File: config.mk
export PLATFORM = sky130hd
export DESIGN_NAME = adc_i2c_readout_sequencer
export DESIGN_NICKNAME = d
export VERILOG_FILES = /design/src/rtl/result_mem.v /design/src/rtl/adc_i2c_readout_sequencer.v
export VERILOG_INCLUDE_DIRS = /design/src /design/src/rtl
export SDC_FILE = /design/constraint.sdc
export NUM_CORES = 1
export LEC_CHECK = 0
export ABC_CLOCK_PERIOD_IN_PS = 5700
export BUFFER_PORTS_ARGS = -buffer_cell sky130_fd_sc_hd__clkbuf_2
export CAP_MARGIN = 40
export CORE_UTILIZATION = 50
export DETAILED_ROUTE_END_ITERATION = 6
export PLACE_DENSITY = 0.72
export SYNTH_ARGS = -nofsm -noshare
export SYNTH_HDL_FRONTEND = slang
export SYNTH_HIERARCHICAL = 1
export SYNTH_SLANG_ARGS = --single-unit
File: constraint.sdc
create_clock -name ref_clk_i -period 5.7 [get_ports ref_clk_i]
set_clock_uncertainty 0.15 [all_clocks]
set_input_delay 0.285 -clock ref_clk_i [delete_from_list [all_inputs] [get_ports ref_clk_i]]
set_output_delay 0.285 -clock ref_clk_i [all_outputs]
set_load 0.01 [all_outputs]
File: src/rtl/adc_seq_map.vh
// register offsets, field positions, reset values and timing for the readout sequencer
`ifndef ADC_SEQ_MAP_VH
`define ADC_SEQ_MAP_VH

`define OFS_CONFIG        8'h00
`define OFS_SETUP         8'h04
`define OFS_STATUS        8'h08

`define CFG_SGL_BIT       0
`define CFG_CS_LSB        1
`define CFG_SCAN_LSB      5
`define CFG_RESET         8'h01

`define SETUP_CLK_BIT     3
`define SETUP_REFPIN_BIT  5
`define SETUP_RESET       8'h00

`define SCAN_UP_FROM_ZERO 2'h0
`define SCAN_REPEAT_EIGHT 2'h1
`define SCAN_UPPER_PART   2'h2
`define SCAN_SINGLE       2'h3

`define REPEAT_COUNT      4'h8
`define HIGHEST_CODE      4'hb
`define T_STRETCH_NS      7600
`define CLK_FREQ_MHZ      125
`define STRETCH_MARGIN    4

`endif

File: src/rtl/result_mem.v
// small result memory with registered read data
`timescale 1ns/1ps
module result_mem #(
  parameter WIDTH = 10,
  parameter DEPTH = 12,
  parameter AW    = 4
) (
  input  wire             ref_clk_i,
  input  wire             wr_en_i,
  input  wire [AW-1:0]    wr_addr_i,
  input  wire [WIDTH-1:0] wr_data_i,
  input  wire [AW-1:0]    rd_addr_i,
  output reg  [WIDTH-1:0] rd_data_o
);
  reg [WIDTH-1:0] mem_reg [0:DEPTH-1];

  always @(posedge ref_clk_i) begin
    if (wr_en_i)
      mem_reg[wr_addr_i] <= wr_data_i;
    rd_data_o <= mem_reg[rd_addr_i];
  end
endmodule // result_mem

File: src/rtl/adc_i2c_readout_sequencer.v
// conversion sequencer and i2c result readout with ahb-lite configuration registers
// Behaviour
// - differential codes pick adjacent pairs; odd code swaps polarity; above 1011 reserved
// - four-input variant zeroes two top select bits, eight-input zeroes top bit
// - shared pin as reference: its pair reads other input against ground
// - differential scan steps channel index by two up to the limit
// - matching address byte is acknowledged before any result data
// - result is two bytes msb first, six high bits then ten data bits
// - master ack continues, not-ack makes device release the data line
// - setup clock-source bit selects conversion clock, zero after reset
// - internal clock mode converts from own clock, not serial clock
// - internal mode tracking starts on eighth rising edge after valid address
// - internal mode samples and converts on ninth falling serial edge
// - serial clock held low until the whole scan has converted
// - multiple conversions run back to back into successive memory slots
// - memory holds one ten-bit entry per input
// - serial clock released once all conversions are stored
// - readout in conversion order at serial rates up to 1.7 mhz
// - clock held low no longer than 7.6 us per conversion
// - results come back first-in-first-out
// - shared pin used as reference is skipped by single-ended scans 00 and 10
// - reading past the last result wraps to the first
// - reads return stored results; new conversions need a new read address
// - clock-source bit set takes conversion clock from serial clock
// - single/differential bit: one single-ended, zero differential
// - scan 00 up to selected, 01 selected eight times, 11 selected once
`timescale 1ns/1ps
`include "adc_seq_map.vh"
module adc_i2c_readout_sequencer #(
  parameter       NUM_INPUTS = 12,
  parameter [6:0] SLAVE_ADDR = 7'h2a  // arbitrary value
) (
  input  wire        ref_clk_i,
  input  wire        sys_rst_i,
  input  wire        hsel_i,
  input  wire [31:0] haddr_i,
  input  wire [1:0]  htrans_i,
  input  wire        hwrite_i,
  input  wire [2:0]  hsize_i,
  input  wire [31:0] hwdata_i,
  input  wire        hready_i,
  output reg  [31:0] hrdata_o,
  output wire        hreadyout_o,
  output wire        hresp_o,
  input  wire        scl_i,
  output wire        scl_o,
  output wire        scl_oe_o,
  input  wire        sda_i,
  output wire        sda_o,
  output wire        sda_oe_o,
  output reg         track_o,
  output reg         conv_start_o,
  output reg  [3:0]  conv_pos_o,
  output reg  [3:0]  conv_neg_o,
  output reg         conv_pos_gnd_o,
  output reg         conv_neg_gnd_o,
  output reg         conv_chan_invalid_o,
  output wire        conv_clk_ext_o,
  input  wire        conv_done_i,
  input  wire [9:0]  conv_data_i
);
  localparam integer TOP_INT     = NUM_INPUTS - 1;
  localparam integer STRETCH_CYC = (`T_STRETCH_NS * `CLK_FREQ_MHZ) / 1000;
  localparam integer LIMIT_INT   = STRETCH_CYC - `STRETCH_MARGIN;
  localparam [3:0] REF_CH      = TOP_INT[3:0];
  localparam       HAS_SHARED  = (NUM_INPUTS != 8);
  localparam [3:0] UPPER_START = (NUM_INPUTS == 4) ? 4'h2 : 4'h6;
  localparam [3:0] DEPTH_LAST  = TOP_INT[3:0];
  localparam [9:0] CONV_LIMIT  = LIMIT_INT[9:0];

  localparam [2:0] L_IDLE = 3'h0;
  localparam [2:0] L_ADDR = 3'h1;
  localparam [2:0] L_ACK  = 3'h2;
  localparam [2:0] L_TX   = 3'h3;
  localparam [2:0] L_MACK = 3'h4;
  localparam [2:0] L_WAIT = 3'h5;

  localparam [1:0] S_IDLE = 2'h0;
  localparam [1:0] S_REQ  = 2'h1;
  localparam [1:0] S_CONV = 2'h2;

  // ahb-lite slave
  reg  [7:0] cfg_reg;
  reg  [7:0] setup_reg;
  reg        wr_pend_reg;
  reg  [7:0] wr_addr_reg;
  reg  [31:0] status_word;

  wire ahb_go = hsel_i & htrans_i[1] & hready_i;
  assign hreadyout_o = 1'b1;
  assign hresp_o     = 1'b0;

  wire [1:0] scan_mode = cfg_reg[`CFG_SCAN_LSB+1:`CFG_SCAN_LSB];
  wire [3:0] cs_raw    = cfg_reg[`CFG_CS_LSB+3:`CFG_CS_LSB];
  wire       sgl_sel   = cfg_reg[`CFG_SGL_BIT];
  wire       clk_ext   = setup_reg[`SETUP_CLK_BIT];
  wire       ref_mode  = setup_reg[`SETUP_REFPIN_BIT] & HAS_SHARED;

  assign conv_clk_ext_o = clk_ext;

  always @(posedge ref_clk_i or posedge sys_rst_i) begin
    if (sys_rst_i) begin
      cfg_reg     <= `CFG_RESET;
      setup_reg   <= `SETUP_RESET;
      wr_pend_reg <= 1'b0;
      wr_addr_reg <= 8'h00;
      hrdata_o    <= 32'h0000_0000;
    end else begin
      wr_pend_reg <= ahb_go & hwrite_i;
      if (ahb_go)
        wr_addr_reg <= haddr_i[7:0];
      if (wr_pend_reg) begin
        if (wr_addr_reg == `OFS_CONFIG)
          cfg_reg <= hwdata_i[7:0];
        else if (wr_addr_reg == `OFS_SETUP)
          setup_reg <= hwdata_i[7:0];
      end
      if (ahb_go & ~hwrite_i) begin
        if (haddr_i[7:0] == `OFS_CONFIG)
          hrdata_o <= {24'h000000, cfg_reg};
        else if (haddr_i[7:0] == `OFS_SETUP)
          hrdata_o <= {24'h000000, setup_reg};
        else if (haddr_i[7:0] == `OFS_STATUS)
          hrdata_o <= status_word;
        else
          hrdata_o <= 32'h0000_0000;
      end
    end
  end

  // pin synchronisers
  reg scl_s1, scl_s2, scl_d;
  reg sda_s1, sda_s2, sda_d;
  always @(posedge ref_clk_i or posedge sys_rst_i) begin
    if (sys_rst_i) begin
      scl_s1 <= 1'b1;
      scl_s2 <= 1'b1;
      scl_d  <= 1'b1;
      sda_s1 <= 1'b1;
      sda_s2 <= 1'b1;
      sda_d  <= 1'b1;
    end else begin
      scl_s1 <= scl_i;
      scl_s2 <= scl_s1;
      scl_d  <= scl_s2;
      sda_s1 <= sda_i;
      sda_s2 <= sda_s1;
      sda_d  <= sda_s2;
    end
  end
  wire scl_rise = scl_s2 & ~scl_d;
  wire scl_fall = ~scl_s2 & scl_d;
  wire start_c  = scl_s2 & scl_d & sda_d & ~sda_s2;
  wire stop_c   = scl_s2 & scl_d & ~sda_d & sda_s2;

  // effective channel select per variant
  reg [3:0] cs_eff;
  always @* begin
    if (NUM_INPUTS == 4)
      cs_eff = {2'b00, cs_raw[1:0]};
    else if (NUM_INPUTS == 8)
      cs_eff = {1'b0, cs_raw[2:0]};
    else
      cs_eff = cs_raw;
  end

  // scan plan
  reg [3:0] top_ch, plan_first, plan_last, plan_step, plan_reps;
  always @* begin
    top_ch = (cs_eff > `HIGHEST_CODE) ? `HIGHEST_CODE : cs_eff;
    if (sgl_sel && ref_mode && top_ch == REF_CH)
      top_ch = REF_CH - 4'h1;
    if (!sgl_sel)
      top_ch = {top_ch[3:1], 1'b0};
    plan_step = sgl_sel ? 4'h1 : 4'h2;
    plan_reps = 4'h1;
    plan_first = 4'h0;
    plan_last  = top_ch;
    case (scan_mode)
      `SCAN_UP_FROM_ZERO: begin
        plan_first = 4'h0;
        plan_last  = top_ch;
      end
      `SCAN_REPEAT_EIGHT: begin
        plan_first = cs_eff;
        plan_last  = cs_eff;
        plan_reps  = `REPEAT_COUNT;
      end
      `SCAN_UPPER_PART: begin
        plan_first = UPPER_START;
        plan_last  = (top_ch < UPPER_START) ? UPPER_START : top_ch;
      end
      default: begin
        plan_first = cs_eff;
        plan_last  = cs_eff;
      end
    endcase
  end

  // scan engine
  reg  [1:0] scan_state;
  reg  [3:0] ch_reg, last_reg, step_reg, reps_reg;
  reg  [3:0] wr_ptr_reg, stored_reg;
  reg  [9:0] timer_reg;
  reg        scan_go;
  reg        settle_reg;
  wire       mem_we = (scan_state == S_CONV) && (conv_done_i || timer_reg == CONV_LIMIT);
  reg  [3:0] rd_ptr_reg;
  wire [9:0] rd_data;

  always @(posedge ref_clk_i or posedge sys_rst_i) begin
    if (sys_rst_i) begin
      scan_state   <= S_IDLE;
      ch_reg       <= 4'h0;
      last_reg     <= 4'h0;
      step_reg     <= 4'h1;
      reps_reg     <= 4'h1;
      wr_ptr_reg   <= 4'h0;
      stored_reg   <= 4'h0;
      timer_reg    <= 10'h000;
      settle_reg   <= 1'b0;
      conv_start_o <= 1'b0;
    end else begin
      settle_reg   <= mem_we;
      conv_start_o <= 1'b0;
      case (scan_state)
        S_IDLE: begin
          if (scan_go) begin
            ch_reg     <= plan_first;
            last_reg   <= plan_last;
            step_reg   <= plan_step;
            reps_reg   <= plan_reps;
            wr_ptr_reg <= 4'h0;
            stored_reg <= 4'h0;
            scan_state <= S_REQ;
          end
        end
        S_REQ: begin
          conv_start_o <= 1'b1;
          timer_reg    <= 10'h000;
          scan_state   <= S_CONV;
        end
        default: begin
          timer_reg <= timer_reg + 10'h001;
          if (mem_we) begin
            wr_ptr_reg <= (wr_ptr_reg == DEPTH_LAST) ? 4'h0 : wr_ptr_reg + 4'h1;
            if (stored_reg != NUM_INPUTS)
              stored_reg <= stored_reg + 4'h1;
            if (reps_reg != 4'h1) begin
              reps_reg   <= reps_reg - 4'h1;
              scan_state <= S_REQ;
            end else if (ch_reg >= last_reg) begin
              scan_state <= S_IDLE;
            end else begin
              ch_reg     <= ch_reg + step_reg;
              scan_state <= S_REQ;
            end
          end
        end
      endcase
    end
  end

  // input selection for the channel being converted
  always @(posedge ref_clk_i or posedge sys_rst_i) begin
    if (sys_rst_i) begin
      conv_pos_o          <= 4'h0;
      conv_neg_o          <= 4'h0;
      conv_pos_gnd_o      <= 1'b0;
      conv_neg_gnd_o      <= 1'b1;
      conv_chan_invalid_o <= 1'b0;
    end else begin
      conv_pos_o          <= ch_reg;
      conv_chan_invalid_o <= (ch_reg > `HIGHEST_CODE);
      if (sgl_sel) begin
        conv_neg_o     <= 4'h0;
        conv_pos_gnd_o <= 1'b0;
        conv_neg_gnd_o <= 1'b1;
      end else begin
        conv_neg_o     <= {ch_reg[3:1], ~ch_reg[0]};
        conv_pos_gnd_o <= ref_mode && (ch_reg == REF_CH);
        conv_neg_gnd_o <= ref_mode && ({ch_reg[3:1], ~ch_reg[0]} == REF_CH);
      end
    end
  end

  result_mem #(
    .WIDTH(10),
    .DEPTH(NUM_INPUTS),
    .AW   (4)
  ) u_mem (
    .ref_clk_i(ref_clk_i),
    .wr_en_i  (mem_we),
    .wr_addr_i(wr_ptr_reg),
    .wr_data_i(conv_data_i),
    .rd_addr_i(rd_ptr_reg),
    .rd_data_o(rd_data)
  );

  // i2c link
  reg  [2:0] link_state;
  reg  [7:0] sh_reg;
  reg  [3:0] bit_cnt;
  reg        match_reg;
  reg        sda_low_reg;
  reg        stretch_reg;
  reg        load_pend_reg;
  reg        byte_sel_reg;
  // settle cycle lets the registered read see the last write
  wire       scan_busy = (scan_state != S_IDLE) | scan_go | settle_reg;
  wire [7:0] next_byte = byte_sel_reg ? rd_data[7:0] : {6'h3f, rd_data[9:8]};

  assign scl_o    = 1'b0;
  assign scl_oe_o = stretch_reg;
  assign sda_o    = 1'b0;
  assign sda_oe_o = sda_low_reg;

  always @(posedge ref_clk_i or posedge sys_rst_i) begin
    if (sys_rst_i) begin
      link_state    <= L_IDLE;
      sh_reg        <= 8'h00;
      bit_cnt       <= 4'h0;
      match_reg     <= 1'b0;
      sda_low_reg   <= 1'b0;
      stretch_reg   <= 1'b0;
      load_pend_reg <= 1'b0;
      byte_sel_reg  <= 1'b0;
      rd_ptr_reg    <= 4'h0;
      track_o       <= 1'b0;
      scan_go       <= 1'b0;
    end else begin
      scan_go <= 1'b0;
      if (load_pend_reg && !scan_busy) begin
        sh_reg        <= next_byte;
        sda_low_reg   <= ~next_byte[7];
        load_pend_reg <= 1'b0;
        stretch_reg   <= 1'b0;
      end
      if (stop_c) begin
        link_state  <= L_IDLE;
        sda_low_reg <= 1'b0;
      end else if (start_c) begin
        link_state  <= L_ADDR;
        bit_cnt     <= 4'h0;
        sda_low_reg <= 1'b0;
      end else begin
        case (link_state)
          L_ADDR: begin
            if (scl_rise) begin
              sh_reg  <= {sh_reg[6:0], sda_s2};
              bit_cnt <= bit_cnt + 4'h1;
              if (bit_cnt == 4'h7) begin
                match_reg <= (sh_reg[6:0] == SLAVE_ADDR) && sda_s2;
                if (sh_reg[6:0] == SLAVE_ADDR && sda_s2 && !clk_ext)
                  track_o <= 1'b1;
              end
            end else if (scl_fall && bit_cnt == 4'h8) begin
              if (match_reg) begin
                sda_low_reg <= 1'b1;
                link_state  <= L_ACK;
              end else begin
                link_state  <= L_WAIT;
              end
            end
          end
          L_ACK: begin
            if (scl_fall) begin
              track_o      <= 1'b0;
              scan_go      <= 1'b1;
              rd_ptr_reg   <= 4'h0;
              byte_sel_reg <= 1'b0;
              bit_cnt      <= 4'h0;
              link_state   <= L_TX;
              if (!clk_ext) begin
                stretch_reg   <= 1'b1;
                load_pend_reg <= 1'b1;
                sda_low_reg   <= 1'b0;
              end else begin
                sh_reg      <= {6'h3f, rd_data[9:8]};
                sda_low_reg <= 1'b0;
              end
            end
          end
          L_TX: begin
            if (scl_fall && !load_pend_reg) begin
              if (bit_cnt == 4'h7) begin
                sda_low_reg <= 1'b0;
                link_state  <= L_MACK;
              end else begin
                sh_reg      <= {sh_reg[6:0], 1'b1};
                sda_low_reg <= ~sh_reg[6];
                bit_cnt     <= bit_cnt + 4'h1;
              end
            end
          end
          L_MACK: begin
            if (scl_rise) begin
              if (sda_s2) begin
                link_state <= L_WAIT;
              end else begin
                byte_sel_reg <= ~byte_sel_reg;
                if (byte_sel_reg) begin
                  if (rd_ptr_reg + 4'h1 >= stored_reg || rd_ptr_reg == DEPTH_LAST)
                    rd_ptr_reg <= 4'h0;
                  else
                    rd_ptr_reg <= rd_ptr_reg + 4'h1;
                end
              end
            end else if (scl_fall) begin
              sh_reg      <= next_byte;
              sda_low_reg <= ~next_byte[7];
              bit_cnt     <= 4'h0;
              link_state  <= L_TX;
            end
          end
          default: begin
            sda_low_reg <= 1'b0;
          end
        endcase
      end
    end
  end

  always @* begin
    status_word = {16'h0000, 1'b0, link_state, rd_ptr_reg, stored_reg,
                   2'b00, stretch_reg, scan_busy};
  end
endmodule // adc_i2c_readout_sequencer

# Word level (Yosys, flattened, before mapping)
# Memories as Yosys holds them, arrays and structs flattened. A register that Yosys moved wholly into a read port is not among the register bits.
# Index checks and enable logic that the tools add are counted.
# Widths: inputs -> output; s select.
# word_totals
word_cells	270
out_inout_bits	52
memories	1
ramBits	120
ff_bits	138
in_bits	87
# op_classes
n_eq_ne	41
n_reduce_logical	42
mux	111
bitwise_logic	26
magnitude_cmp	5
add_sub_neg	7
# mem_list
name	words	width	read_ports	rd_clocked_by_memory_dff	write_ports	line	source
u_mem.mem_reg	12	10	1	1	1	result_mem.v:15	reg [WIDTH-1:0] mem_reg [0:DEPTH-1];
# ops
cell	n
$mux 4	28
$mux 8	11
$pmux 4 s2	7
$mux 15	3
$mux 1	41
$pmux 8 s4	1
$mux 3	10
$eq 4x4->1 const B	6
$ne 4x4->1 const B	5
$pmux 10 s2	1
$reduce_and 6->1	3
$add 4x1->4 const B	4
$eq 8x3->1 const B	2
$logic_not 8->1	2
$ne 2x2->1 const B	8
$pmux 4 s4	1
$reduce_and 7->1	2
$not 1->1	13
$ne 3x3->1 const B	4
$pmux 3 s4	1
$reduce_bool 2->1	6
$and 1x1->1	11
$add 10x1->10 const B	1
$eq 10x10->1 const B	1
other kinds (32)	60

# Depth between registers and ports, before layout
# Gate-level depths: netlist (run 1).
# logic_depth
depth_word	12
ltp_mapped	8
depth_no_buf	8

# Hierarchy
# The synthesis (run 1) kept the hierarchy.
# by_module_without_submodules
mod	seq_area_each_um2	instances	area_each_um2	cells_per_inst
adc_i2c_readout_sequencer	2965.3	1	6389.9	638
result_mem	3803.6	1	4793.3	221

# Worst setup path after synthesis (run 1)
# No wires, ideal clock.
# synth_timing
path_type	reg2reg
startpoint	register timer_reg[0]
endpoint	memory u_mem.mem_reg[0][0] (enable)
path_stages_with_launch	7
arrival_time_ns	2.601
setup_ns	0.390
period_less_slack_ns	3.141
setup_slack_ns	2.559
cell_sequence	dfrtp_1 inv_1 ha_1 or3b_1 o31ai_4 or3b_2 nor3_1
# synth_between
elab_chain_cells	5
# synth_rtl
element	line	source
start, declared	adc_i2c_readout_sequencer.v:204	reg [9:0] timer_reg;
start signal, assigned	adc_i2c_readout_sequencer.v:244	timer_reg <= timer_reg + 10'h001;
$eq 10x10->1	adc_i2c_readout_sequencer.v:207	wire mem_we = (scan_state == S_CONV) && (conv_done_i || timer_reg == CONV_LIMIT);
$logic_or 1x1->1	adc_i2c_readout_sequencer.v:207	
$logic_and 1x1->1	adc_i2c_readout_sequencer.v:207	
net mem_we	adc_i2c_readout_sequencer.v:207	
$mux 1	result_mem.v:18	if (wr_en_i)
$mux 1 (not written as such)	result_mem.v:19	mem_reg[wr_addr_i] <= wr_data_i;
end, declared	result_mem.v:15	
# The timed path passes the listed nets, and every way through them passes these cells.

# Worst setup path in the final report (run 1)
# layout_timing
startpoint	register timer_reg[0]
endpoint	memory u_mem.mem_reg[2][3] (enable)
# Same word-level chain as after synthesis.

==> results of run 1 <==
[power by group]
group	internal [mW]	switching [mW]	total, mW
registers	2.07	0.205	2.28
logic	0.297	0.394	0.691
clock network	1.04	0.672	1.72
total	3.41	1.27	4.68
[worst max-delay path: cells and delay by family (launching register included)]
family | cells | cell delay (ps)
buffers and inverters | 1 | 70
DFF | 1 | 410
adders and majority gates | 1 | 140
and+or+nand+nor | 3 | 1630
AOI/OAI and AO/OA | 1 | 490
[area by class of cell]
| cell class | instances | share of cell area [%] |
|---|---|---|
| Clock inverter | 17 | 1.47 |
| Sequential cell | 248 | 52.5 |
| Inverter | 30 | 0.892 |
| Clock buffer | 31 | 5.35 |
| Multi-Input combinational cell | 541 | 31.2 |
| Timing Repair Buffer | 111 | 5.92 |
| Tap cell | 280 | 2.72 |
[final timing paths]
| check | start | end | slack, ps | cells past startpoint |
|---|---|---|---|---|
| worst min register to register | scl_s1$_DFF_PP1_ | scl_s2$_DFF_PP1_ | 200 | 0 |
| worst min-delay path | sys_rst_i | timer_reg[8]$_DFFE_PP0P_ | 20 | 3 |
| max in group asynchronous | sys_rst_i | rd_ptr_reg[0]$_DFFE_PP0P_ | 4130 | 5 |
| worst max register to register | timer_reg[0]$_DFFE_PP0P_ | u_mem/mem_reg[2][3]$_DFFE_PP_ | 2420 | 6 |
| min in group ref_clk_i | htrans_i[1] | wr_addr_reg[3]$_DFFE_PP0P_ | 40 | 3 |
| worst max-delay path | timer_reg[0]$_DFFE_PP0P_ | u_mem/mem_reg[2][3]$_DFFE_PP_ | 2420 | 6 |
[cell usage in the layout, fill, tap and decap left out, drive strengths merged, types with 12 or more instances in the layout]
cell type / instances
a21oi: 19
a22oi: 12
buf: 17
clkbuf: 96
conb: 21
dfrtp: 108
dlygate4sd3: 29
edfxtp: 120
ha: 20
inv: 30
mux2: 26
mux2i: 42
mux4: 20
nand2: 70
nand2b: 27
nand3: 13
nor2: 43
nor2b: 15
o21ai: 50
o221ai: 15
[logic make-up after synthesis]
group	after synthesis	share of synthesized area, %
compound gates	167	10.4
xor+xnor	7	0.548
fa+ha+maj	21	2.42
buf+inv	89	4.18
flops	248	60.5
mux	88	10.4
other cells	2	0.0672
simple gates	237	11.4
[per-layer routing]
metal / GRT usage [%] / share of wire [%]
met1: 28.2 / 45
met5: 0 / 0
met3: 2.93 / 4.2
met2: 34.0 / 49
met4: 5.00 / 1.4
[repair_timing]
action	in CTS	in global routing
hold buffers	29	0
hold endpoints to repair	209	0
setup endpoints to repair	0	0
[metrics by stage]
step,utilization [%],setup WS (ps)
global placement,53.2,2450
floorplan,-,2150
detailed placement,53.6,2410
CTS,58.9,2400
global route,58.9,2280
finish,58.9,2420
==> impl_summary.md, run 1 <==
Flow run
The number of max-capacitance violations reported is 0.

Clocking
Clock-pin slew was measured on the worst setup and hold paths at 60 ps. In this run the post-CTS setup repair buffer count came out at 0. The number of cells upsized or downsized after cts is 0.

At the later pin of the worst-skew pair, clock insertion delay measures 520 ps. The clock tree from TritonCTS is yes. In this run the deepest clock path goes through 3 buffers.

In this run the number of H-tree levels came out at 1. The number of sinks on the clock net is between 200 and 250. The number of CTS-inserted buffers is 26. CTS placed an instance of sky130_fd_sc_hd__clkbuf_16 at the clock tree root.

Placement
At the end of routability-driven placement, the weighted congestion stood at 0.855. The number of port buffers is 65. The final HPWL from detailed placement is 14800 µm. Including well taps, the total number of placed cells is around 1200.

Once placement finished, the instance area stood at 0.0117 mm².

Floorplan
The chip height is ~150 µm. The number of rows in the core area is 54. The number of top-level design ports is 139. The width of the die is 152 µm. The standard cell core area is approximately 0.022 mm². The initial standard-cell utilization of the core is 51.1%. The total die area is 0.0230 mm².

Synthesis
The number of enable-type register cells in the synthesized netlist is 120. By count the netlist is led by sky130_fd_sc_hd__edfxtp_1, sky130_fd_sc_hd__dfrtp_1, sky130_fd_sc_hd__nand2_1. The share of the yosys chip area belonging to registers is 60.5%.

The total of flip-flops plus latches after synthesis is 248. The average footprint of a synthesized cell is 13.0 µm². The cell type with the largest total area after synthesis is sky130_fd_sc_hd__edfxtp_1. Synthesis produced a netlist whose cell count is 859.

The async set-reset flop share out of synthesis is 47.6%. Synthesis instantiated 83 different standard cells from the library. In the synthesized netlist the dominant register cell turns out to be sky130_fd_sc_hd__edfxtp_1. Yosys instantiated no cell more often than sky130_fd_sc_hd__edfxtp_1. The total standard cell area after synthesis is 0.0112 mm². Yosys attributes the largest share of cell area to sky130_fd_sc_hd__edfxtp_1, sky130_fd_sc_hd__dfrtp_1, sky130_fd_sc_hd__mux4_2. The share of synthesized area in the top cell type comes to 32.2%.

Yosys printed 6 warnings.

Setup path
The arrival time of data at the critical path endpoint is roughly 3300 ps. By startpoint and endpoint, the worst setup path is classified as reg2reg. The signal on the critical path passes through inv_1 -> ha_1 -> or3b_1 -> o31ai_4 -> or3b_2 -> nor2_1.

STA classifies the critical path endpoint as a register. Among all stages on the critical path, the largest delay is contributed by sky130_fd_sc_hd__nor2_1. The highest cell delay on the worst timing path is 680 ps.

The worst setup path is launched from a register. The highest fanout seen on the critical path is 11. Data on the critical path is required at its endpoint by between 5000 and 6000 ps.

Timing
Setup repair after global routing left no endpoint under its margin. The transition time at the pin with the least slew margin is 867 ps. Hold is met by ~22 ps.

The final hold violation count is 0. The period utilization is 57.6%. The final total negative setup slack is 0 ps. The max-slew violation count was 0. Counting I/O delays and the setup requirement, the final critical path takes 3280 ps. Measured against its own limit, the worst slew margin works out to 42.0%. The final setup violation count is 0. Static timing analysis puts the maximum clock frequency at approximately 0.30 GHz.

Outcome
The run finished with clean final reports.

Cells and area
The sequential cell area in the final layout is 0.00677 mm². In the final layout, the multi-input gates occupy about 0.0040 mm². The number of fill cells in the layout is 1742.

The number of non-filler instances in the completed layout is 1258. After routing the design area is 0.0129 mm². The final net count is 1066. The register with the most flip-flops in the layout has 120 of them. Of the cells placed in the final design, the portion with a size suffix greater than 1 is 20.0%. From synthesis to final layout, the design area changed by 15.4%.

The antenna diode count is 0.

Global route
The largest net degree at the start of global routing is 65. The number of antenna violations at the first check in global routing was 0. The overall overflow remaining after global route is 0. The total track usage is 20.4%. The global-route wire length before repair is approximately 36000 µm. The number of global-route vias before repair is 7013.

Detailed routing
The final routed wirelength across all metal layers is 22300 µm. The number of detailed-route iterations in the first pass is 7. The total number of vias is between 7000 and 8000.

The count of antenna-violating nets left after detailed routing is 0. Dividing the detail-routed wire length by the instance count gives ~18 µm. The post-detailed-route via-to-cell ratio is ~5.7. For this run, design rule violations remaining after detail routing come to 0. The starting DRC count in detailed routing is 467.

Power
Summing internal, switching and leakage power gives between 4 and 5 mW. The largest voltage drop on the vdd net is around 0.00024 V. Dividing total power by cell area gives a power density of 363 mW/mm². The leakage power figure is about 5.1 nW.

Worst hold path
The worst min-delay path category is in2async.
No activity file was read; power rests on OpenSTA's default activity.
==> inputs of run 2 (changes only) <==
- ABC_CLOCK_PERIOD_IN_PS: 5700 -> 3000
- PLACE_DENSITY: 0.72 -> 0.75
- clock period: 5.7 -> 3 ns (I/O delays scaled with it)
==> run 2 against run 1 <==
Power is 86% higher. Final cell count increased by 1.9%. Critical endpoint is now u_mem/mem_reg[0][6]$_DFFE_PP_. Highest routed layer unchanged. Core utilization is 0.54 points higher. Global-route usage is 0.71 points higher. Non-clock buffer count up 25.
==> impl_summary.md, run 2 (synthesis results as in run 1) <==
Clocking
The count of buffers added by post-CTS timing repair for setup came to 0 (unchanged). The level count of the clock H-tree is 1 (unchanged). The quantity of hold-fixing buffers added after cts is 40 (was 29). The clock latency on the worst-skew pair is 550 ps (was 520 ps). The number of CTS-inserted buffers is 26 (unchanged). The number of cells upsized or downsized after cts was 0 (unchanged). The buffer type at the clock tree root is sky130_fd_sc_hd__clkbuf_16 (unchanged). The number of sinks on the clock net is 248 (unchanged). The clock tree from TritonCTS is yes (unchanged). The clock slew at the register clock pins of the worst setup and hold paths came to 60 ps (about the same). The buffer depth of the longest clock path is 3 (unchanged).

Power
The switching power is 2.45 mW (was 1.27 mW). The largest voltage drop on the vdd net was 0.000400 V (was 0.000245 V). The leakage power figure was 5.15 nW (was 5.08 nW).

The internal power contribution was 6.26 mW (was 3.41 mW). The power density over cell area was 669 mW/mm² (was 363 mW/mm²). The relative contribution of combinational cells to total power came to 16.6% (was 14.8%).

The part of the power in registers came to 49.0% (was 48.6%). The share of total power consumed by net switching was 28.1% (was 27.1%). The overall power after layout is 8.71 mW (was 4.68 mW). The clock power share is 34.4% (was 36.6%).

Placement
The number of port buffers came to 65 (unchanged). The final HPWL from detailed placement was 15000 µm (was 14800 µm). The final weighted congestion in routability-driven placement was 0.899 (was 0.855).

Setup path
The kind of end point of the critical path is a register (unchanged). The critical path's slowest cell was sky130_fd_sc_hd__or3b_2 (was sky130_fd_sc_hd__nor2_1). The required time of the critical path is 3100 ps (was 5700 ps). The cell family with the largest share of critical-path delay was simple AND/OR/NAND/NOR gates (unchanged).

The sum of buffers and inverters on the critical path is 2 (was 1). The arrival time of data at the critical path endpoint is 2710 ps (was 3280 ps). Chain of cells forming the critical path: inv_1 -> ha_1 -> or3b_1 -> o31ai_4 -> or3b_2 -> nor3_2 -> buf_4 (was inv_1 -> ha_1 -> or3b_1 -> o31ai_4 -> or3b_2 -> nor2_1). The worst setup path category was reg2reg (unchanged). The highest fanout seen on the critical path is 10 (was 11). The nature of the critical path startpoint is a register (unchanged).

The highest cell delay on the worst timing path was 530 ps (was 680 ps).

Detailed routing
The starting DRC count in detailed routing is 511 (was 467). The count of antenna-violating nets left after detailed routing came to 0 (unchanged). The detailed-route DRC error count is 0 (unchanged). The routed wirelength normalized by instance count was 18.1 µm (was 17.7 µm). The total number of vias is 7382 (was 7145). The final routed wirelength across all metal layers is 23200 µm (was 22300 µm). The post-detailed-route via-to-cell ratio is 5.76 (was 5.68). The number of detailed-route iterations in the first pass is 5 (was 7).

Timing
The headroom to the max-slew limit is 50.3% (was 42.0%). The final total negative setup slack came to 0 ps (unchanged). The final-layout worst hold slack is 97.4 ps (was 22.2 ps). RSZ-0062 raised after global routing: false (unchanged).

The period utilization is 87.1% (was 57.6%). The minimum clock period after layout is 2610 ps (was 3280 ps). The final hold violation count came to 0 (unchanged).

The transition time at the pin with the least slew margin is 744 ps (was 867 ps). The final setup violation count is 0 (unchanged). The top achievable clock speed came to 0.383 GHz (was 0.305 GHz).

The max-slew violation count came to 0 (unchanged).

Floorplan
The chip height is 152 µm (unchanged). The number of rows in the core area came to 54 (unchanged). The standard cell core area is 0.0219 mm² (unchanged). The number of top-level design ports is 139 (unchanged). The initial standard-cell utilization of the core is 51.1% (unchanged).

The total die area is 0.0230 mm² (unchanged). The width of the die is 152 µm (unchanged).

Flow run
The number of max-capacitance violations reported is 0 (unchanged).

Global route
The total track usage is 21.1% (was 20.4%). The largest net degree at the start of global routing was 49 (was 65). The global-route wire length before repair is 38100 µm (was 36400 µm). The number of global-route vias before repair is 7428 (was 7013). The overall overflow remaining after global route is 0 (unchanged).

The number of antenna violations at the first check in global routing is 0 (unchanged).

Cells and area
Highest-count cells in the layout ignoring fill and taps: sky130_fd_sc_hd__edfxtp_1, sky130_fd_sc_hd__dfrtp_1, sky130_fd_sc_hd__nand2_1, sky130_fd_sc_hd__clkbuf_2, sky130_fd_sc_hd__o21ai_0 (unchanged). The flip-flop count of the largest register after layout came to 120 (unchanged). The commonest non-fill, non-tap cell in the layout was sky130_fd_sc_hd__edfxtp_1 (unchanged). The final design utilization was 59.5% (was 58.9%).

The antenna diode count is 0 (unchanged). The number of fill cells in the layout is 1702 (was 1742). The final net count is 1091 (was 1066). The area overhead of the layout relative to synthesis is 16.4% (was 15.4%). The proportion of layout cells with a drive suffix above 1 is 20.3% (was 20.0%).

Outcome
Outcome: complete, no violations (unchanged).

Worst hold path
The worst min-delay path category is in2reg (was in2async).
## run 2: path summary, 6_finish.rpt
kind,from,endpoint,slack (ps),cells past startpoint
setup / recovery,timer_reg[0]$_DFFE_PP0P_,u_mem/mem_reg[0][6]$_DFFE_PP_,390,7
hold / removal,sda_i,sda_s1$_DFF_PP1_,100,2
setup reg to reg,timer_reg[0]$_DFFE_PP0P_,u_mem/mem_reg[0][6]$_DFFE_PP_,390,7
hold reg to reg,scl_s1$_DFF_PP1_,scl_s2$_DFF_PP1_,210,0
max in group asynchronous,sys_rst_i,cfg_reg[0]$_DFFE_PP1P_,1630,4
min in group asynchronous,sys_rst_i,wr_addr_reg[7]$_DFFE_PP0P_,140,3
## run 2: area by class of cell
type / count / area (µm²) / area share [%]
Inverter: 30 / 116 / 0.894
Sequential cell: 248 / 6770 / 52.0
Tap cell: 280 / 350 / 2.69
Multi-Input combinational cell: 541 / 4020 / 30.9
Timing Repair Buffer: 136 / 971 / 7.46
Clock buffer: 35 / 684 / 5.26
Clock inverter: 12 / 106 / 0.817
## run 2: layer usage
| layer | global-route usage, % | up-vias | share of wire [%] |
|---|---|---|---|
| met1 | 28.8 | 3673 | 44 |
| met4 | 6.39 | 0 | 2.4 |
| met2 | 35.5 | 220 | 48 |
| met5 | 0 | - | 0 |
| li1 | - | 3443 | - |
| met3 | 2.43 | 46 | 5.0 |
## run 2: power by group through the flow
stage	Clock (mW)	Combinational (mW)	Sequential (mW)
global route	3.19	1.64	4.32
CTS	3.05	1.45	4.26
floorplan	0	1.02	4.22
detailed placement	0	1.37	4.32
global placement	0	1.33	4.30
finish	3.00	1.45	4.27
## run 2: through the flow
step                std cells  area, µm²  setup slack (ps)
floorplan                 878      11300               138
global placement         1195      11800               451
detailed placement       1195      11800               422
CTS                      1282      13000               371
global route             1282      13000               275
finish                   1282      13000               387
==> inputs of run 3 (changes only) <==
- ABC_AREA: not set -> 1
==> run 3 against run 2 <==
Flip-flop and latch count did not move. Via count grew 22%. Sequential power shrank 7.7%. Non-clock buffer count decreased by 16. Critical path depth is 2 higher. Critical endpoint is now sh_reg[2]$_DFF_PP0_. Setup slack improved by 210 ps. Combinational power down 18%. Global-route usage grew 0.094 points. Worst hold slack worse by 47 ps. Count of clock-buffer cells in the layout down 4. Register-to-register slack gained 210 ps.
==> impl_summary.md, run 3 <==
Outcome
Outcome: complete, no violations (unchanged).

Clocking
The number of sinks on the clock net is 248 (unchanged). The clock latency on the worst-skew pair is 530 ps (was 550 ps). The buffer depth of the longest clock path is 3 (unchanged). The number of CTS-inserted buffers came to 26 (unchanged). The level count of the clock H-tree is 1 (unchanged). The count of buffers added by post-CTS timing repair for setup came to 0 (unchanged).

The buffer type at the clock tree root is sky130_fd_sc_hd__clkbuf_16 (unchanged). The clock tree from TritonCTS is yes (unchanged). The clock slew at the register clock pins of the worst setup and hold paths came to 60 ps (about the same).

Global route
The number of global-route vias before repair is 8376 (was 7428). The number of antenna violations at the first check in global routing was 0 (unchanged). The largest net degree at the start of global routing came to 87 (was 49). The global-route wire length before repair is 40900 µm (was 38100 µm). The overall overflow remaining after global route is 0 (unchanged).

The total track usage was 21.2% (was 21.1%).

Setup path
The highest fanout seen on the critical path is 14 (was 10). The critical path's slowest cell is sky130_fd_sc_hd__nor2_1 (was sky130_fd_sc_hd__or3b_2). The required time of the critical path is 3320 ps (was 3100 ps). The nature of the critical path startpoint is a register (unchanged).

The worst setup path endpoint is sh_reg[2]$_DFF_PP0_ (was u_mem/mem_reg[0][6]$_DFFE_PP_). The launch point of the worst path is scan_state[1]$_DFFE_PP0P_ (was timer_reg[0]$_DFFE_PP0P_). The kind of end point of the critical path was a register (unchanged). The worst setup path category is reg2reg (unchanged). The worst reg2reg path depth was 9 (was 7). The worst reg2reg path startpoint is scan_state[1]$_DFFE_PP0P_ (was timer_reg[0]$_DFFE_PP0P_).

The arrival time of data at the critical path endpoint is 2720 ps (was 2710 ps). The endpoint of the lowest-slack register-to-register path is sh_reg[2]$_DFF_PP0_ (was u_mem/mem_reg[0][6]$_DFFE_PP_). Chain of cells forming the critical path: nor2_4 -> nand3_1 -> nor2_1 -> nand2_1 -> nand3_1 -> nand2_1 -> nand3_1 -> nand2_1 -> inv_1 (was inv_1 -> ha_1 -> or3b_1 -> o31ai_4 -> or3b_2 -> nor3_2 -> buf_4). The highest cell delay on the worst timing path is 550 ps (was 530 ps). The register-to-register setup slack is 600 ps (was 390 ps).

Power
The part of the power in registers is 47.6% (was 49.0%). The internal power contribution is 6.00 mW (was 6.26 mW). The share of total power consumed by net switching is 27.5% (was 28.1%). The overall power after layout was 8.28 mW (was 8.71 mW). The power density over cell area is 615 mW/mm² (was 669 mW/mm²). The largest voltage drop on the vdd net is 0.000710 V (was 0.000400 V). The clock power share is 38.0% (was 34.4%). The relative contribution of combinational cells to total power is 14.4% (was 16.6%). The switching power is 2.28 mW (was 2.45 mW). The leakage power figure was 6.30 nW (was 5.15 nW).

Timing
The period utilization came to 80.0% (was 87.1%). The max-slew violation count is 0 (unchanged). The minimum clock period after layout is 2400 ps (was 2610 ps). RSZ-0062 raised after global routing: false (unchanged).

The final hold violation count is 0 (unchanged). The headroom to the max-slew limit is 48.6% (was 50.3%). The final total negative setup slack is 0 ps (unchanged).

The top achievable clock speed is 0.417 GHz (was 0.383 GHz). The final setup violation count is 0 (unchanged). The transition time at the pin with the least slew margin is 764 ps (was 744 ps).

Cells and area
The flip-flop count of the largest register after layout came to 120 (unchanged). The final design instance area without fill is 0.0135 mm² (was 0.0130 mm²). The commonest non-fill, non-tap cell in the layout was sky130_fd_sc_hd__nand2_1 (was sky130_fd_sc_hd__edfxtp_1).

The antenna diode count is 0 (unchanged). The proportion of layout cells with a drive suffix above 1 is 12.2% (was 20.3%). The area overhead of the layout relative to synthesis is 15.0% (was 16.4%). The final net count was 1516 (was 1091). Highest-count cells in the layout ignoring fill and taps: sky130_fd_sc_hd__nand2_1, sky130_fd_sc_hd__inv_1, sky130_fd_sc_hd__nand3_1, sky130_fd_sc_hd__edfxtp_1, sky130_fd_sc_hd__dfrtp_1 (was sky130_fd_sc_hd__edfxtp_1, sky130_fd_sc_hd__dfrtp_1, sky130_fd_sc_hd__nand2_1, sky130_fd_sc_hd__clkbuf_2, sky130_fd_sc_hd__o21ai_0). The number of fill cells in the layout is 1892 (was 1702).

Synthesis
The most frequently used flop master after synthesis is sky130_fd_sc_hd__edfxtp_1 (unchanged). The total of warnings raised by yosys is 6 (unchanged). The number of enable-type register cells in the synthesized netlist is 120 (unchanged).

The cell count after synthesis was 1294 (was 859). The total of flip-flops plus latches after synthesis is 248 (unchanged). The async set-reset flop share out of synthesis is 47.6% (unchanged). Most common library cells after synthesis: sky130_fd_sc_hd__nand2_1, sky130_fd_sc_hd__inv_1, sky130_fd_sc_hd__nand3_1 (was sky130_fd_sc_hd__edfxtp_1, sky130_fd_sc_hd__dfrtp_1, sky130_fd_sc_hd__nand2_1). The share of the yosys chip area belonging to registers is 57.9% (was 60.5%). The count of different cell masters after synthesis was 47 (was 83). Largest cells by area after synthesis: sky130_fd_sc_hd__edfxtp_1, sky130_fd_sc_hd__dfrtp_1, sky130_fd_sc_hd__nand2_1 (was sky130_fd_sc_hd__edfxtp_1, sky130_fd_sc_hd__dfrtp_1, sky130_fd_sc_hd__mux4_2). The top cell type's share of synthesized area came to 30.8% (was 32.2%). The total standard cell area after synthesis was 0.0117 mm² (was 0.0112 mm²). The cell type with the largest total area after synthesis is sky130_fd_sc_hd__edfxtp_1 (unchanged). The average footprint of a synthesized cell is 9.04 µm² (was 13.0 µm²). The most frequent cell after synthesis is sky130_fd_sc_hd__nand2_1 (was sky130_fd_sc_hd__edfxtp_1).

Detailed routing
The total number of vias came to 8976 (was 7382). The detailed-route DRC error count is 0 (unchanged). The post-detailed-route via-to-cell ratio is 5.16 (was 5.76). The routed wirelength normalized by instance count is 14.5 µm (was 18.1 µm). The number of detailed-route iterations in the first pass is 6 (was 5). The count of antenna-violating nets left after detailed routing is 0 (unchanged).

The starting DRC count in detailed routing is 830 (was 511). The final routed wirelength across all metal layers came to 25300 µm (was 23200 µm).

Flow run
The number of max-capacitance violations reported is 0 (unchanged).

Placement
The final HPWL from detailed placement is 16500 µm (was 15000 µm). The final weighted congestion in routability-driven placement is 0.952 (was 0.899). The placed instance area is 0.0123 mm² (was 0.0118 mm²). The number of port buffers was 65 (unchanged).

Worst hold path
The worst min-delay path category is in2reg (unchanged).

Floorplan
The standard cell core area is 0.0228 mm² (was 0.0219 mm²). The total die area is 0.0240 mm² (was 0.0230 mm²). The number of top-level design ports is 139 (unchanged). The number of rows in the core area is 55 (was 54).

The initial standard-cell utilization of the core came to 51.4% (was 51.1%). The chip height is 155 µm (was 152 µm). The width of the die is 155 µm (was 152 µm).
[run 3: cell types whose count changed in the layout (fill, tap and decap cells not counted), sizes merged, moves of 23 or more]
cell / delta
inv: +141
mux2: -23
mux2i: -42
nand2: +278
nand2b: -27
nand3: +127
nor2: +66
o21ai: +54
[run 3: power groups by stage]
stage	Sequential (mW)	Clock, mW	Combinational, mW
final	3.94	3.15	1.19
after floorplan	3.95	0	0.894
after detailed placement	3.99	0	1.15
after global routing	3.96	3.34	1.36
after global placement	3.99	0	1.12
after CTS	3.93	3.22	1.18
[run 3: cells by family (layout without fill, tap and decap cells)]
logic type,Yosys count,after routing,synth area share [%]
AO/OA/AOI/OAI,156,156,7.16
XOR/XNOR,5,5,0.374
adder cells (fa/ha/maj),21,21,2.31
buffers and inverters,225,340,8.84
flip-flops,248,248,57.9
multiplexers,3,3,0.289
other,2,21,0.0642
AND/OR/NAND/NOR,634,634,23.1
[run 3: cell type report]
cell class / instances / area (µm²) / share of cell area [%]
multi-input cells: 840 / 3970 / 29.5
inverters: 172 / 649 / 4.83
repair buffers: 120 / 826 / 6.14
well taps: 313 / 392 / 2.91
clock inverters: 17 / 163 / 1.21
clock buffers: 31 / 689 / 5.12
flip-flops and latches: 248 / 6770 / 50.3
[run 3: worst min-delay path by stage]
| stage | start | to | slack [ps] | cells after the start |
|---|---|---|---|---|
| 2_1_floorplan | scl_i | scl_s1$_DFF_PP1_ | 4 | 0 |
| 3_3_place_gp | sda_i | sda_s1$_DFF_PP1_ | 90 | 1 |
| 3_5_place_dp | scl_i | scl_s1$_DFF_PP1_ | 90 | 1 |
| 4_1_cts | htrans_i[1] | wr_pend_reg$_DFF_PP0_ | 20 | 3 |
| 5_1_grt | htrans_i[1] | wr_pend_reg$_DFF_PP0_ | 110 | 3 |
| 6_report | htrans_i[1] | wr_pend_reg$_DFF_PP0_ | 50 | 3 |
[run 3: routing by layer]
layer  GRT usage (%)  share of wire, %  vias to the layer above
met3            3.51               6.2                       54
met4            6.55               3.0                        0
li1                -                 -                     4414
met5               0                 0                        -
met2            35.6                47                      297
met1            28.2                44                     4211
[run 3: worst max-delay path: cells and delay by family (launching register included)]
family | cells | cell delay, ps
simple gates | 8 | 1660
flops | 1 | 470
buf+inv | 1 | 50
[run 3: through the flow]
stage                     hold WS, ps  setup slack [ps]  instances  util, %
after floorplan                  4.48               788       1313        -
after global placement           89.4               731       1661     53.9
after detailed placement         89.2               669       1662     54.0
after CTS                        23.8               645       1741     59.1
after global routing              105               391       1741     59.1
final                            50.5               601       1741     59.1
[run 3: what timing repair did]
action,in CTS,in global routing
endpoints found under the hold margin,279,0
hold buffers,31,0
gates resized for setup,0,0
